==> config.mk <==
export PLATFORM = sky130hd
export DESIGN_NAME = ccs_top
export DESIGN_NICKNAME = d
export VERILOG_FILES = /design/src/hw/ccs_pkg.sv /design/src/hw/ccs_osc_sync.sv /design/src/hw/ccs_top.sv
export VERILOG_INCLUDE_DIRS = /design/src /design/src/hw
export SDC_FILE = /design/constraint.sdc
export NUM_CORES = 1
export LEC_CHECK = 0
export ABC_AREA = 1
export BUFFER_PORTS_ARGS = -buffer_cell sky130_fd_sc_hd__buf_2
export CORE_MARGIN = 2
export CORE_UTILIZATION = 49
export DETAILED_ROUTE_END_ITERATION = 10
export PLACE_DENSITY_LB_ADDON = 0.1
export SYNTH_ARGS = -nofsm -noshare
export SYNTH_HDL_FRONTEND = slang
export SYNTH_SLANG_ARGS = --single-unit
==> constraint.sdc <==
create_clock -name REF_CLK -period 1.75 [get_ports REF_CLK]
set_input_delay 0.175 -clock REF_CLK [delete_from_list [all_inputs] [get_ports REF_CLK]]
set_output_delay 0.175 -clock REF_CLK [all_outputs]
set_load 0.02 [all_outputs]
==> src/hw/ccs_regs.svh <==
// register offsets, field positions and reset values of the clock source select
`ifndef CCS_REGS_SVH
`define CCS_REGS_SVH

`define CCS_ADDR_W        4
`define CCS_OFS_CTRL      4'h0
`define CCS_OFS_FRC       4'h4
`define CCS_OFS_STAT      4'h8

`define CCS_CTRL_CKS_LSB  5
`define CCS_CTRL_FHS_BIT  3
`define CCS_CTRL_FSS_BIT  2
`define CCS_CTRL_RST      8'h00

`define CCS_FRC_EN_BIT    0
`define CCS_FRC_TRIM_LSB  2
`define CCS_FRC_RST       8'h01

`define CCS_STAT_PEND_BIT 0
`define CCS_STAT_CKS_LSB  1
`define CCS_STAT_FHS_BIT  4
`define CCS_STAT_FSS_BIT  5
`define CCS_STAT_TOK_BIT  6
`define CCS_STAT_RUN_BIT  7

`define CCS_CKS_SUB       3'h7
`define CCS_CKS_FULL      3'h0

`endif

==> src/hw/ccs_pkg.sv <==
// types shared by the clock source select files
package ccs_pkg;
  typedef logic [2:0] ccs_cks_t;
  typedef logic [1:0] ccs_trim_t;
  typedef logic [31:0] ccs_word_t;
endpackage

==> src/hw/ccs_osc_sync.sv <==
// two-flop synchroniser with rising-edge pulse for raw oscillator inputs
`timescale 1ns/10ps
`default_nettype none
module ccs_osc_sync #(
  parameter int WIDTH = 4
) (
  // clock and reset
  input  wire logic             clk,
  input  wire logic             rst,
  // raw oscillator levels
  input  wire logic [WIDTH-1:0] raw_i,
  // synchronised level and rising edge
  output logic      [WIDTH-1:0] lvl_o,
  output logic      [WIDTH-1:0] rise_o
);
  logic [WIDTH-1:0] meta_q;
  logic [WIDTH-1:0] lvl_q;
  logic [WIDTH-1:0] prev_q;

  always_ff @(posedge clk) begin
    if (rst) begin
      meta_q <= '0;
      lvl_q  <= '0;
      prev_q <= '0;
    end else begin
      meta_q <= raw_i;
      lvl_q  <= meta_q;
      prev_q <= lvl_q;
    end
  end

  assign lvl_o  = lvl_q;
  assign rise_o = lvl_q & ~prev_q;
endmodule // ccs_osc_sync
`default_nettype wire

==> src/hw/ccs_top.sv <==
// system clock source and frequency select with avalon-mm registers
//
// Local design decisions: the Avalon-MM register port and the register offsets.
`include "ccs_regs.svh"
`timescale 1ns/10ps
`default_nettype none
module ccs_top (
  // clock and reset
  input  wire logic             REF_CLK,
  input  wire logic             SYS_RST,
  // avalon-mm slave
  input  wire logic [`CCS_ADDR_W-1:0] AVS_ADDRESS,
  input  wire logic             AVS_READ,
  input  wire logic             AVS_WRITE,
  input  wire ccs_pkg::ccs_word_t AVS_WRITEDATA,
  output ccs_pkg::ccs_word_t    AVS_READDATA,
  output logic                  AVS_WAITREQUEST,
  // raw oscillator clocks
  input  wire logic             EXT_FAST_CRYSTAL_OSC,
  input  wire logic             INT_FAST_RC_OSC,
  input  wire logic             INT_SLOW_RC_OSC,
  input  wire logic             EXT_WATCH_CRYSTAL_OSC,
  // configuration option for the fast rc frequency
  input  wire ccs_pkg::ccs_trim_t RC_FREQ_OPTION,
  // oscillator enables and fast rc trim
  output logic                  EXT_FAST_CRYSTAL_EN,
  output logic                  INT_FAST_RC_EN,
  output logic                  EXT_WATCH_CRYSTAL_EN,
  output ccs_pkg::ccs_trim_t    RC_FREQ_TRIM,
  // generated clocks
  output logic                  SYS_CLK,
  output logic                  FAST_CLK,
  output logic                  SUB_CLK,
  output logic                  WDT_CLK,
  output logic                  TIMEBASE_CLK
);
  import ccs_pkg::*;

  //////////////////////////////////////////////////////////////////////////////
  // registers
  logic [7:0] ctrl_q;
  logic [7:0] frc_q;
  logic       wait_q;
  ccs_word_t  rdata_q;
  ccs_cks_t   act_cks_q;
  logic       act_fhs_q;
  logic       act_fss_q;
  logic [5:0] div_q;
  logic       sys_q;
  logic       fast_q;
  logic       sub_q;
  logic       wdt_q;
  logic       tb_q;
  logic       hxt_en_q;
  logic       int_fast_rc_osc_en_q;
  logic       lxt_en_q;

  logic [3:0] osc_lvl;
  logic [3:0] osc_rise;
  ccs_cks_t   req_cks;
  logic       req_fhs;
  logic       req_fss;
  logic       pend;
  logic       fh_lvl;
  logic       fh_rise;
  logic       fsub_lvl;
  logic       cand;
  logic       fast_run;
  logic       trim_ok;
  logic [7:0] stat;

  function automatic logic pick_clk(input ccs_cks_t cks, input logic fh,
                                    input logic fsub, input logic [5:0] div);
    logic r;
    r = fh;
    if (cks == `CCS_CKS_SUB)
      r = fsub;
    else if (cks != `CCS_CKS_FULL)
      r = div[cks - 3'h1];
    return r;
  endfunction

  //////////////////////////////////////////////////////////////////////////////
  // oscillator sampling
  ccs_osc_sync #(.WIDTH(4)) u_sync (
    .clk    (REF_CLK),
    .rst    (SYS_RST),
    .raw_i  ({EXT_WATCH_CRYSTAL_OSC, INT_SLOW_RC_OSC,
              INT_FAST_RC_OSC, EXT_FAST_CRYSTAL_OSC}),
    .lvl_o  (osc_lvl),
    .rise_o (osc_rise)
  );

  assign req_cks  = ctrl_q[`CCS_CTRL_CKS_LSB +: 3];
  assign req_fhs  = ctrl_q[`CCS_CTRL_FHS_BIT];
  assign req_fss  = ctrl_q[`CCS_CTRL_FSS_BIT];
  // single select bits always name one source per path
  assign fh_lvl   = act_fhs_q ? osc_lvl[1] : osc_lvl[0];
  assign fh_rise  = act_fhs_q ? osc_rise[1] : osc_rise[0];
  assign fsub_lvl = act_fss_q ? osc_lvl[3] : osc_lvl[2];
  assign pend     = (req_cks != act_cks_q) | (req_fhs != act_fhs_q)
                  | (req_fss != act_fss_q);
  assign cand     = pick_clk(req_cks, req_fhs ? osc_lvl[1] : osc_lvl[0],
                             req_fss ? osc_lvl[3] : osc_lvl[2], div_q);
  // fast oscillator kept alive while in use or while enabled
  assign fast_run = frc_q[`CCS_FRC_EN_BIT] | (act_cks_q != `CCS_CKS_SUB);
  assign trim_ok  = frc_q[`CCS_FRC_TRIM_LSB +: 2] == RC_FREQ_OPTION;
  assign stat     = {fast_run, trim_ok, act_fss_q, act_fhs_q, act_cks_q, pend};

  //////////////////////////////////////////////////////////////////////////////
  // avalon-mm slave: one wait cycle, then answer
  always_ff @(posedge REF_CLK) begin
    if (SYS_RST)
      wait_q <= 1'b1;
    else if ((AVS_READ | AVS_WRITE) & wait_q)
      wait_q <= 1'b0;
    else
      wait_q <= 1'b1;
  end

  always_ff @(posedge REF_CLK) begin
    if (SYS_RST)
      rdata_q <= '0;
    else if (AVS_READ & wait_q) begin
      case (AVS_ADDRESS)
        `CCS_OFS_CTRL: rdata_q <= {24'h000000, ctrl_q};
        `CCS_OFS_FRC:  rdata_q <= {24'h000000, frc_q};
        `CCS_OFS_STAT: rdata_q <= {24'h000000, stat};
        default:       rdata_q <= '0;
      endcase
    end
  end

  always_ff @(posedge REF_CLK) begin
    if (SYS_RST) begin
      ctrl_q <= `CCS_CTRL_RST;
      frc_q  <= `CCS_FRC_RST;
    end else if (AVS_WRITE & ~wait_q) begin
      if (AVS_ADDRESS == `CCS_OFS_CTRL)
        ctrl_q <= {AVS_WRITEDATA[7:5], 1'b0, AVS_WRITEDATA[3:2], 2'b00};
      if (AVS_ADDRESS == `CCS_OFS_FRC)
        frc_q <= {4'h0, AVS_WRITEDATA[3:2], 1'b0, AVS_WRITEDATA[0]};
    end
  end

  //////////////////////////////////////////////////////////////////////////////
  // fast clock divider, counts edges of the active fast source
  always_ff @(posedge REF_CLK) begin
    if (SYS_RST)
      div_q <= '0;
    else if (fh_rise)
      div_q <= div_q + 6'h01;
  end

  //////////////////////////////////////////////////////////////////////////////
  // selection changes only while both old and new clocks sit low
  always_ff @(posedge REF_CLK) begin
    if (SYS_RST) begin
      act_cks_q <= `CCS_CKS_FULL;
      act_fhs_q <= 1'b0;
      act_fss_q <= 1'b0;
    end else if (pend & ~sys_q & ~cand) begin
      act_cks_q <= req_cks;
      act_fhs_q <= req_fhs;
      act_fss_q <= req_fss;
    end
  end

  always_ff @(posedge REF_CLK) begin
    if (SYS_RST)
      sys_q <= 1'b0;
    else if (pend & ~sys_q)
      sys_q <= 1'b0;
    else
      sys_q <= pick_clk(act_cks_q, fh_lvl, fsub_lvl, div_q);
  end

  //////////////////////////////////////////////////////////////////////////////
  // peripheral clocks and oscillator enables
  always_ff @(posedge REF_CLK) begin
    if (SYS_RST) begin
      fast_q <= 1'b0;
      sub_q  <= 1'b0;
      wdt_q  <= 1'b0;
      tb_q   <= 1'b0;
    end else begin
      fast_q <= fh_lvl & fast_run;
      sub_q  <= fsub_lvl;
      wdt_q  <= osc_lvl[2];
      tb_q   <= fsub_lvl;
    end
  end

  always_ff @(posedge REF_CLK) begin
    if (SYS_RST) begin
      hxt_en_q  <= 1'b1;
      int_fast_rc_osc_en_q <= 1'b0;
      lxt_en_q  <= 1'b0;
    end else begin
      hxt_en_q  <= fast_run & (~req_fhs | ~act_fhs_q);
      int_fast_rc_osc_en_q <= fast_run & (req_fhs | act_fhs_q);
      lxt_en_q  <= req_fss | act_fss_q;
    end
  end

  assign AVS_READDATA         = rdata_q;
  assign AVS_WAITREQUEST      = wait_q;
  assign EXT_FAST_CRYSTAL_EN  = hxt_en_q;
  assign INT_FAST_RC_EN       = int_fast_rc_osc_en_q;
  assign EXT_WATCH_CRYSTAL_EN = lxt_en_q;
  assign RC_FREQ_TRIM         = frc_q[`CCS_FRC_TRIM_LSB +: 2];
  assign SYS_CLK              = sys_q;
  assign FAST_CLK             = fast_q;
  assign SUB_CLK              = sub_q;
  assign WDT_CLK              = wdt_q;
  assign TIMEBASE_CLK         = tb_q;
endmodule // ccs_top
`default_nettype wire
# Yosys cells after proc, flatten, opt, wreduce, memory -nomap -nowiden
# Index checks and enable logic that the tools add are counted.
# op_classes
n_addsub	3
n_lt_le_gt_ge	2
eq_ne	9
muxes	15
bitwise	22
n_reduce_logical	6
# op_table
cell	n
one-hot mux 8 bit (3 select lines)	1
2-to-1 mux 1 bit	12
bitwise AND 1 bit	8
< comparator 3 x 4 -> 1 bit, second input constant	2
bitwise OR 1 bit	7
adder 6 x 1 -> 6 bit, second input constant	1
binary-select mux 1 bit (select 3 bit)	2
equality test 3 bit, second input constant	2
nonzero test 3 bit	2
subtractor 3 x 1 -> 3 bit, second input constant	2
inverter 1 bit	5
equality test 4 x 3 -> 1 bit, second input constant	1
equality test 4 bit, second input constant	1
logical NOT 4 bit	1
AND reduction 2 bit	2
inequality test 3 bit	1
inequality test 3 bit, second input constant	1
bitwise AND 2 bit	1
equality test 2 bit	1
inequality test 1 bit	2
inverter 2 bit	1
OR reduction 2 bit	1
# word_totals
reg_bits	69
wordCells	75

# Longest topological paths before layout
# logic_depth
ltp_word	7
ltp_mapped	13

# Cells and area by module
# Synthesis repeated with hierarchy kept, for this count alone.
# hier_totals
hier_cells	324
area_unflattened_um2	2387.3
# modules_own_cells
mod	instances	cells_each	area_each_um2	seq_area_each_um2
ccs_top	1	283	2030.7	700.7
ccs_osc_sync	1	41	356.6	240.2

# Worst setup path after synthesis
# OpenSTA, ideal clock, no wires.
# synth_timing
path_kind	reg-to-reg
start	reg ctrl_q[5]
end	reg act_cks_q[0]
arrival_ns	1.406
t_required_ns	1.635
slack_ns	0.229
path_stages_with_launch	11
path_buffers	0
synth_period_minus_slack_ns	1.521
cell_sequence	dfxtp_1 inv_2 ha_1 a21oi_1 nand2_1 nand3_1 nand2_1 nand2_2 nand2_4 a21oi_1 nor2_1
# synth_between
elab_chain_cells	7
word_cells_on_any_way	13
cone_classes	1 x add/sub; 2 x eq/ne; 4 x mux; 5 x bitwise; 1 x reduce/logical
# synth_rtl
item	line	text
from (decl)	ccs_top.sv:41	logic [7:0] ctrl_q;
from (signal assigned)	ccs_top.sv:136	ctrl_q <= `CCS_CTRL_RST;
from (signal assigned)	ccs_top.sv:140	ctrl_q <= {AVS_WRITEDATA[7:5], 1'b0, AVS_WRITEDATA[3:2], 2'b00};
subtractor 3 x 1 -> 3 bit	ccs_top.sv:79	r = div[cks - 3'h1];
binary-select mux 1 bit (select 3 bit)	ccs_top.sv:79	
2-to-1 mux 1 bit (implied by the code)	ccs_top.sv:79	
2-to-1 mux 1 bit	ccs_top.sv:78	else if (cks != `CCS_CKS_FULL)
2-to-1 mux 1 bit	ccs_top.sv:76	if (cks == `CCS_CKS_SUB)
inverter 1 bit	ccs_top.sv:162	end else if (pend & ~sys_q & ~cand) begin
bitwise AND 1 bit	ccs_top.sv:162	
to (signal assigned)	ccs_top.sv:159	act_cks_q <= `CCS_CKS_FULL;
to (signal assigned)	ccs_top.sv:163	act_cks_q <= req_cks;
to (decl)	ccs_top.sv:45	ccs_cks_t act_cks_q;
# Parallel ways exist; a longest one is shown, timed or not. The select of a mux whose other input is x is not followed.
# A chain may end at the register's enable or synchronous reset.

# Worst setup path in the final report
# layout_timing
start	reg ctrl_q[2]
end	reg act_cks_q[2]
# layout_between
elab_chain_cells	4
word_cells_on_any_way	7
cone_classes	1 x eq/ne; 2 x mux; 4 x bitwise
# layout_rtl
item	line
inequality test 1 bit / 2-to-1 mux 1 bit (equally long branches)	ccs_top.sv:102, ccs_top.sv:104
bitwise OR 1 bit / 2-to-1 mux 1 bit (equally long branches)	ccs_top.sv:102, ccs_top.sv:76
bitwise AND 1 bit / inverter 1 bit (equally long branches)	ccs_top.sv:162
bitwise AND 1 bit *	ccs_top.sv:162
# Mark *: on every way between the ends. The rest lies on a longest branch, timed or not.

==> flow_metrics.tcl <==
set metrics [dict create \
    first_pass_iters 5 \
    slew_viol_final 0 \
    r2r_slack_ns 0.14 \
    cts.sinks 45 \
    die_h_um 72.3 \
    status "finished clean" \
    tns_ns 0 \
    final-hold-violation-count 0 \
    critical_path.most_common_cell "a21oi_1" \
    worst-setup-path-type "flop to flop" \
    drt.antenna.violating_nets 0 \
    crit_required_ns 1.96 \
    syn_inst 312 \
    setup_viol 0 \
    grt_max_degree 23 \
    clkSlewWorstSetupHoldPaths_ns 0.08 \
    p_int_uw 1940 \
    ir_drop_mv 0.600 \
    place_congestion 0.824 \
    ys_ff_latch 45 \
    slowest_delay_ns 0.38 \
    initial_core_util 0.517 \
    wl_per_cell_um 11.5 \
    switchingPower_uw 1020 \
    r2r_start "ctrl_q[2]$_SDFFE_PP0P_" \
    num_rows 24 \
    fmax_mhz 621 \
    stdcell_count 409 \
    area_delta_synth_final_pct 12.9 \
    drive_above_1_share 0.185 \
    synth.distinct_cells 30 \
    critPathLaunch "ctrl_q[2]$_SDFFE_PP0P_" \
    grt_pass1_wl_um 7810 \
    antenna_found_initial 0 \
    ys_warn_count 0 \
    path_cells "inv_1 > ha_1 > a21oi_1 > nand4_2 > nand2_2 > nor2_4 > a21oi_1 > nor2_1" \
    numCtsBuffers 5 \
    grt_pass1_vias 1717 \
    multi_input_area_sq_mm 0.00106 \
    coreArea_sq_mm 0.00441 \
    io_pins 89 \
    clock_latency_ns 0.31 \
    cts.root.buffer_cell "clkbuf_8" \
    pwr-share-clk 0.277 \
    avgViaCountPerCell 4.75 \
    cts.path.max_buffers 2 \
    die_area_sq_mm 0.00522 \
    clock_skew_ns 0.00715 \
    p_leak_uw 0.00124 \
    hold_class "primary input to flop" \
    insertedDiodeCount 0 \
    vias 1944 \
    cts_max_level 2 \
    drc 0 \
    port_buffers 38 \
    p_per_area_mw_per_mm2 1150 \
    wl_um 4700 \
    power_uw 2960 \
    nNetsFinal 412 \
    seqPwrFrac 0.402 \
    min_period_ns 1.61 \
    slowest_stage "dfxtp_1" \
    start_kind "flop" \
    regArea_sq_um 902 \
    switching_share 0.343 \
    dp_hpwl_um 3510 \
    fin_util 0.584 \
    syn_area_sq_mm 0.00228 \
    path_max_fanout 10 \
    drt-initial-drc-count 107 \
    rr_endpoint "act_cks_q[2]$_SDFFE_PP0P_" \
    rsz0062_at_grt "no" \
    avgSynthCellArea_sq_um 7.32 \
    cts_setup_buffers 0 \
    place_inst 401 \
    pwr-share-comb 0.321 \
    cp-end-kind "flop" \
    reg2reg_depth 8 \
    seq_area_frac_synth 0.395 \
    arrival_ns 1.82 \
    grt-ovfl-total 0 \
    grt_use_total 0.195 \
    max_cap_viol_count 0 \
    finalCritPeriodShare 0.920 \
    cts_tree "done" \
    critPathCapture "act_cks_q[2]$_SDFFE_PP0P_" \
    fillers 439 \
    die_w_um 72.3 \
    worst_hold_slack_ns 0.0626 \
]
-- layer usage --
layer / vias to the layer above / track usage / part of all wire
li1: 1026 / - / -
met1: 858 / 0.270 / 0.49
met2: 53 / 0.296 / 0.44
met3: 7 / 0.0542 / 0.058
met4: 0 / 0.0629 / 0.014
met5: - / 0 / 0
-- placed cells by master, fill, tap and decap left out, types with 2 or more instances in the layout --
cell type	netlist	routed
nand2_1	50	50
dfxtp_1	45	44
inv_1	43	43
buf_2	2	38
a21oi_1	34	34
nor2_1	32	32
conb_1	1	24
o21ai_0	20	20
nand3_1	12	12
ha_1	10	10
buf_4	28	9
clkbuf_8	0	6
nor3_1	5	5
inv_2	3	3
xnor2_1	3	3
nand2_2	3	3
o211ai_1	3	3
o21ai_1	2	2
o22ai_1	2	2
-- timing repair --
action | CTS | global route
setup endpoints to repair | 0 | 5
gates resized for setup | 0 | 1
hold buffers | 0 | 0
-- synthesized netlist by cell type (all sizes together) --
library cell / number / area [sq um]
nand3: 12 / 60.1
o21ai: 22 / 110
nand2: 54 / 218
inv: 46 / 173
o211ai: 3 / 22.5
a211oi: 2 / 20.0
or2: 1 / 6.26
ha: 10 / 125
buf: 30 / 220
nand4: 1 / 12.5
nor3: 5 / 25.0
clkinv: 1 / 3.75
clkbuf: 3 / 11.3
nor2: 34 / 138
xnor2: 3 / 26.3
dfxtp: 45 / 901
conb: 1 / 3.75
o22ai: 2 / 12.5
o31ai: 1 / 7.51
o221ai: 1 / 8.76
xor2: 1 / 8.76
a21oi: 34 / 170
-- kinds of logic after synthesis --
| logic type | Yosys count | share of synthesized area |
|---|---|---|
| AO/OA/AOI/OAI | 65 | 0.154 |
| XOR/XNOR | 4 | 0.0153 |
| adder cells (fa/ha/maj) | 10 | 0.0548 |
| buffers and inverters | 80 | 0.179 |
| flip-flops | 45 | 0.395 |
| other | 1 | 0.00164 |
| AND/OR/NAND/NOR | 107 | 0.201 |
-- through the flow --
| step | area, sq um | setup slack [ns] |
|---|---|---|
| after CTS | 2580 | 0.123 |
| after global placement | 2460 | 0.141 |
| after detailed placement | 2460 | 0.142 |
| after global routing | 2580 | 0.00399 |
| after floorplan | 2370 | 0.229 |
| final | 2580 | 0.141 |
-- flip-flops by register name, summed over array words and instances, names as in the netlist, 2 cells and up --
| register | cells |
|---|---|
| AVS_READDATA | 8 |
| act_cks_q | 3 |
| ctrl_q | 5 |
| div_q | 6 |
| frc_q | 3 |
| u_sync.lvl_o | 4 |
| u_sync.meta_q | 4 |
| u_sync.prev_q | 2 |
-- power by group through the flow --
| stage | logic [uW] | registers (uW) | clock network [uW] |
|---|---|---|---|
| 5_1_grt | 1090 | 1200 | 859 |
| 4_1_cts | 951 | 1190 | 835 |
| 6_report | 948 | 1190 | 820 |
| 2_1_floorplan | 765 | 1220 | 0 |
| 3_3_place_gp | 932 | 1210 | 0 |
| 3_5_place_dp | 949 | 1210 | 0 |
-- layout make-up --
cell class | instances | area share
Timing Repair Buffer | 47 | 0.100
Sequential cell | 45 | 0.350
Multi-Input combinational cell | 210 | 0.411
Clock inverter | 1 | 0.0116
Clock buffer | 7 | 0.0335
Inverter | 47 | 0.0684
Tap cell | 52 | 0.0252
-- how the worst min path moves through the flow --
stage                     cells past startpoint  slack (ns)                  start                           to
after floorplan                               1        0.25                SYS_RST        div_q[2]$_SDFFE_PP0P_
after CTS                                     3        0.06   EXT_FAST_CRYSTAL_OSC  u_sync.meta_q[0]$_SDFF_PP0_
after detailed placement                      3        0.38   EXT_FAST_CRYSTAL_OSC  u_sync.meta_q[0]$_SDFF_PP0_
after global placement                        3        0.37  EXT_WATCH_CRYSTAL_OSC  u_sync.meta_q[3]$_SDFF_PP0_
after global routing                          3        0.07        INT_FAST_RC_OSC  u_sync.meta_q[1]$_SDFF_PP0_
final                                         3        0.06   EXT_FAST_CRYSTAL_OSC  u_sync.meta_q[0]$_SDFF_PP0_
-- worst max-delay path: cells and delay by family, from the launching register on --
kind | cells | cell delay [ns]
AND/OR/NAND/NOR | 4 | 0.42
flip-flops | 1 | 0.38
buffers and inverters | 1 | 0.07
adder cells (fa/ha/maj) | 1 | 0.29
AO/OA/AOI/OAI | 2 | 0.35
No activity file was read; power rests on OpenSTA's default activity.
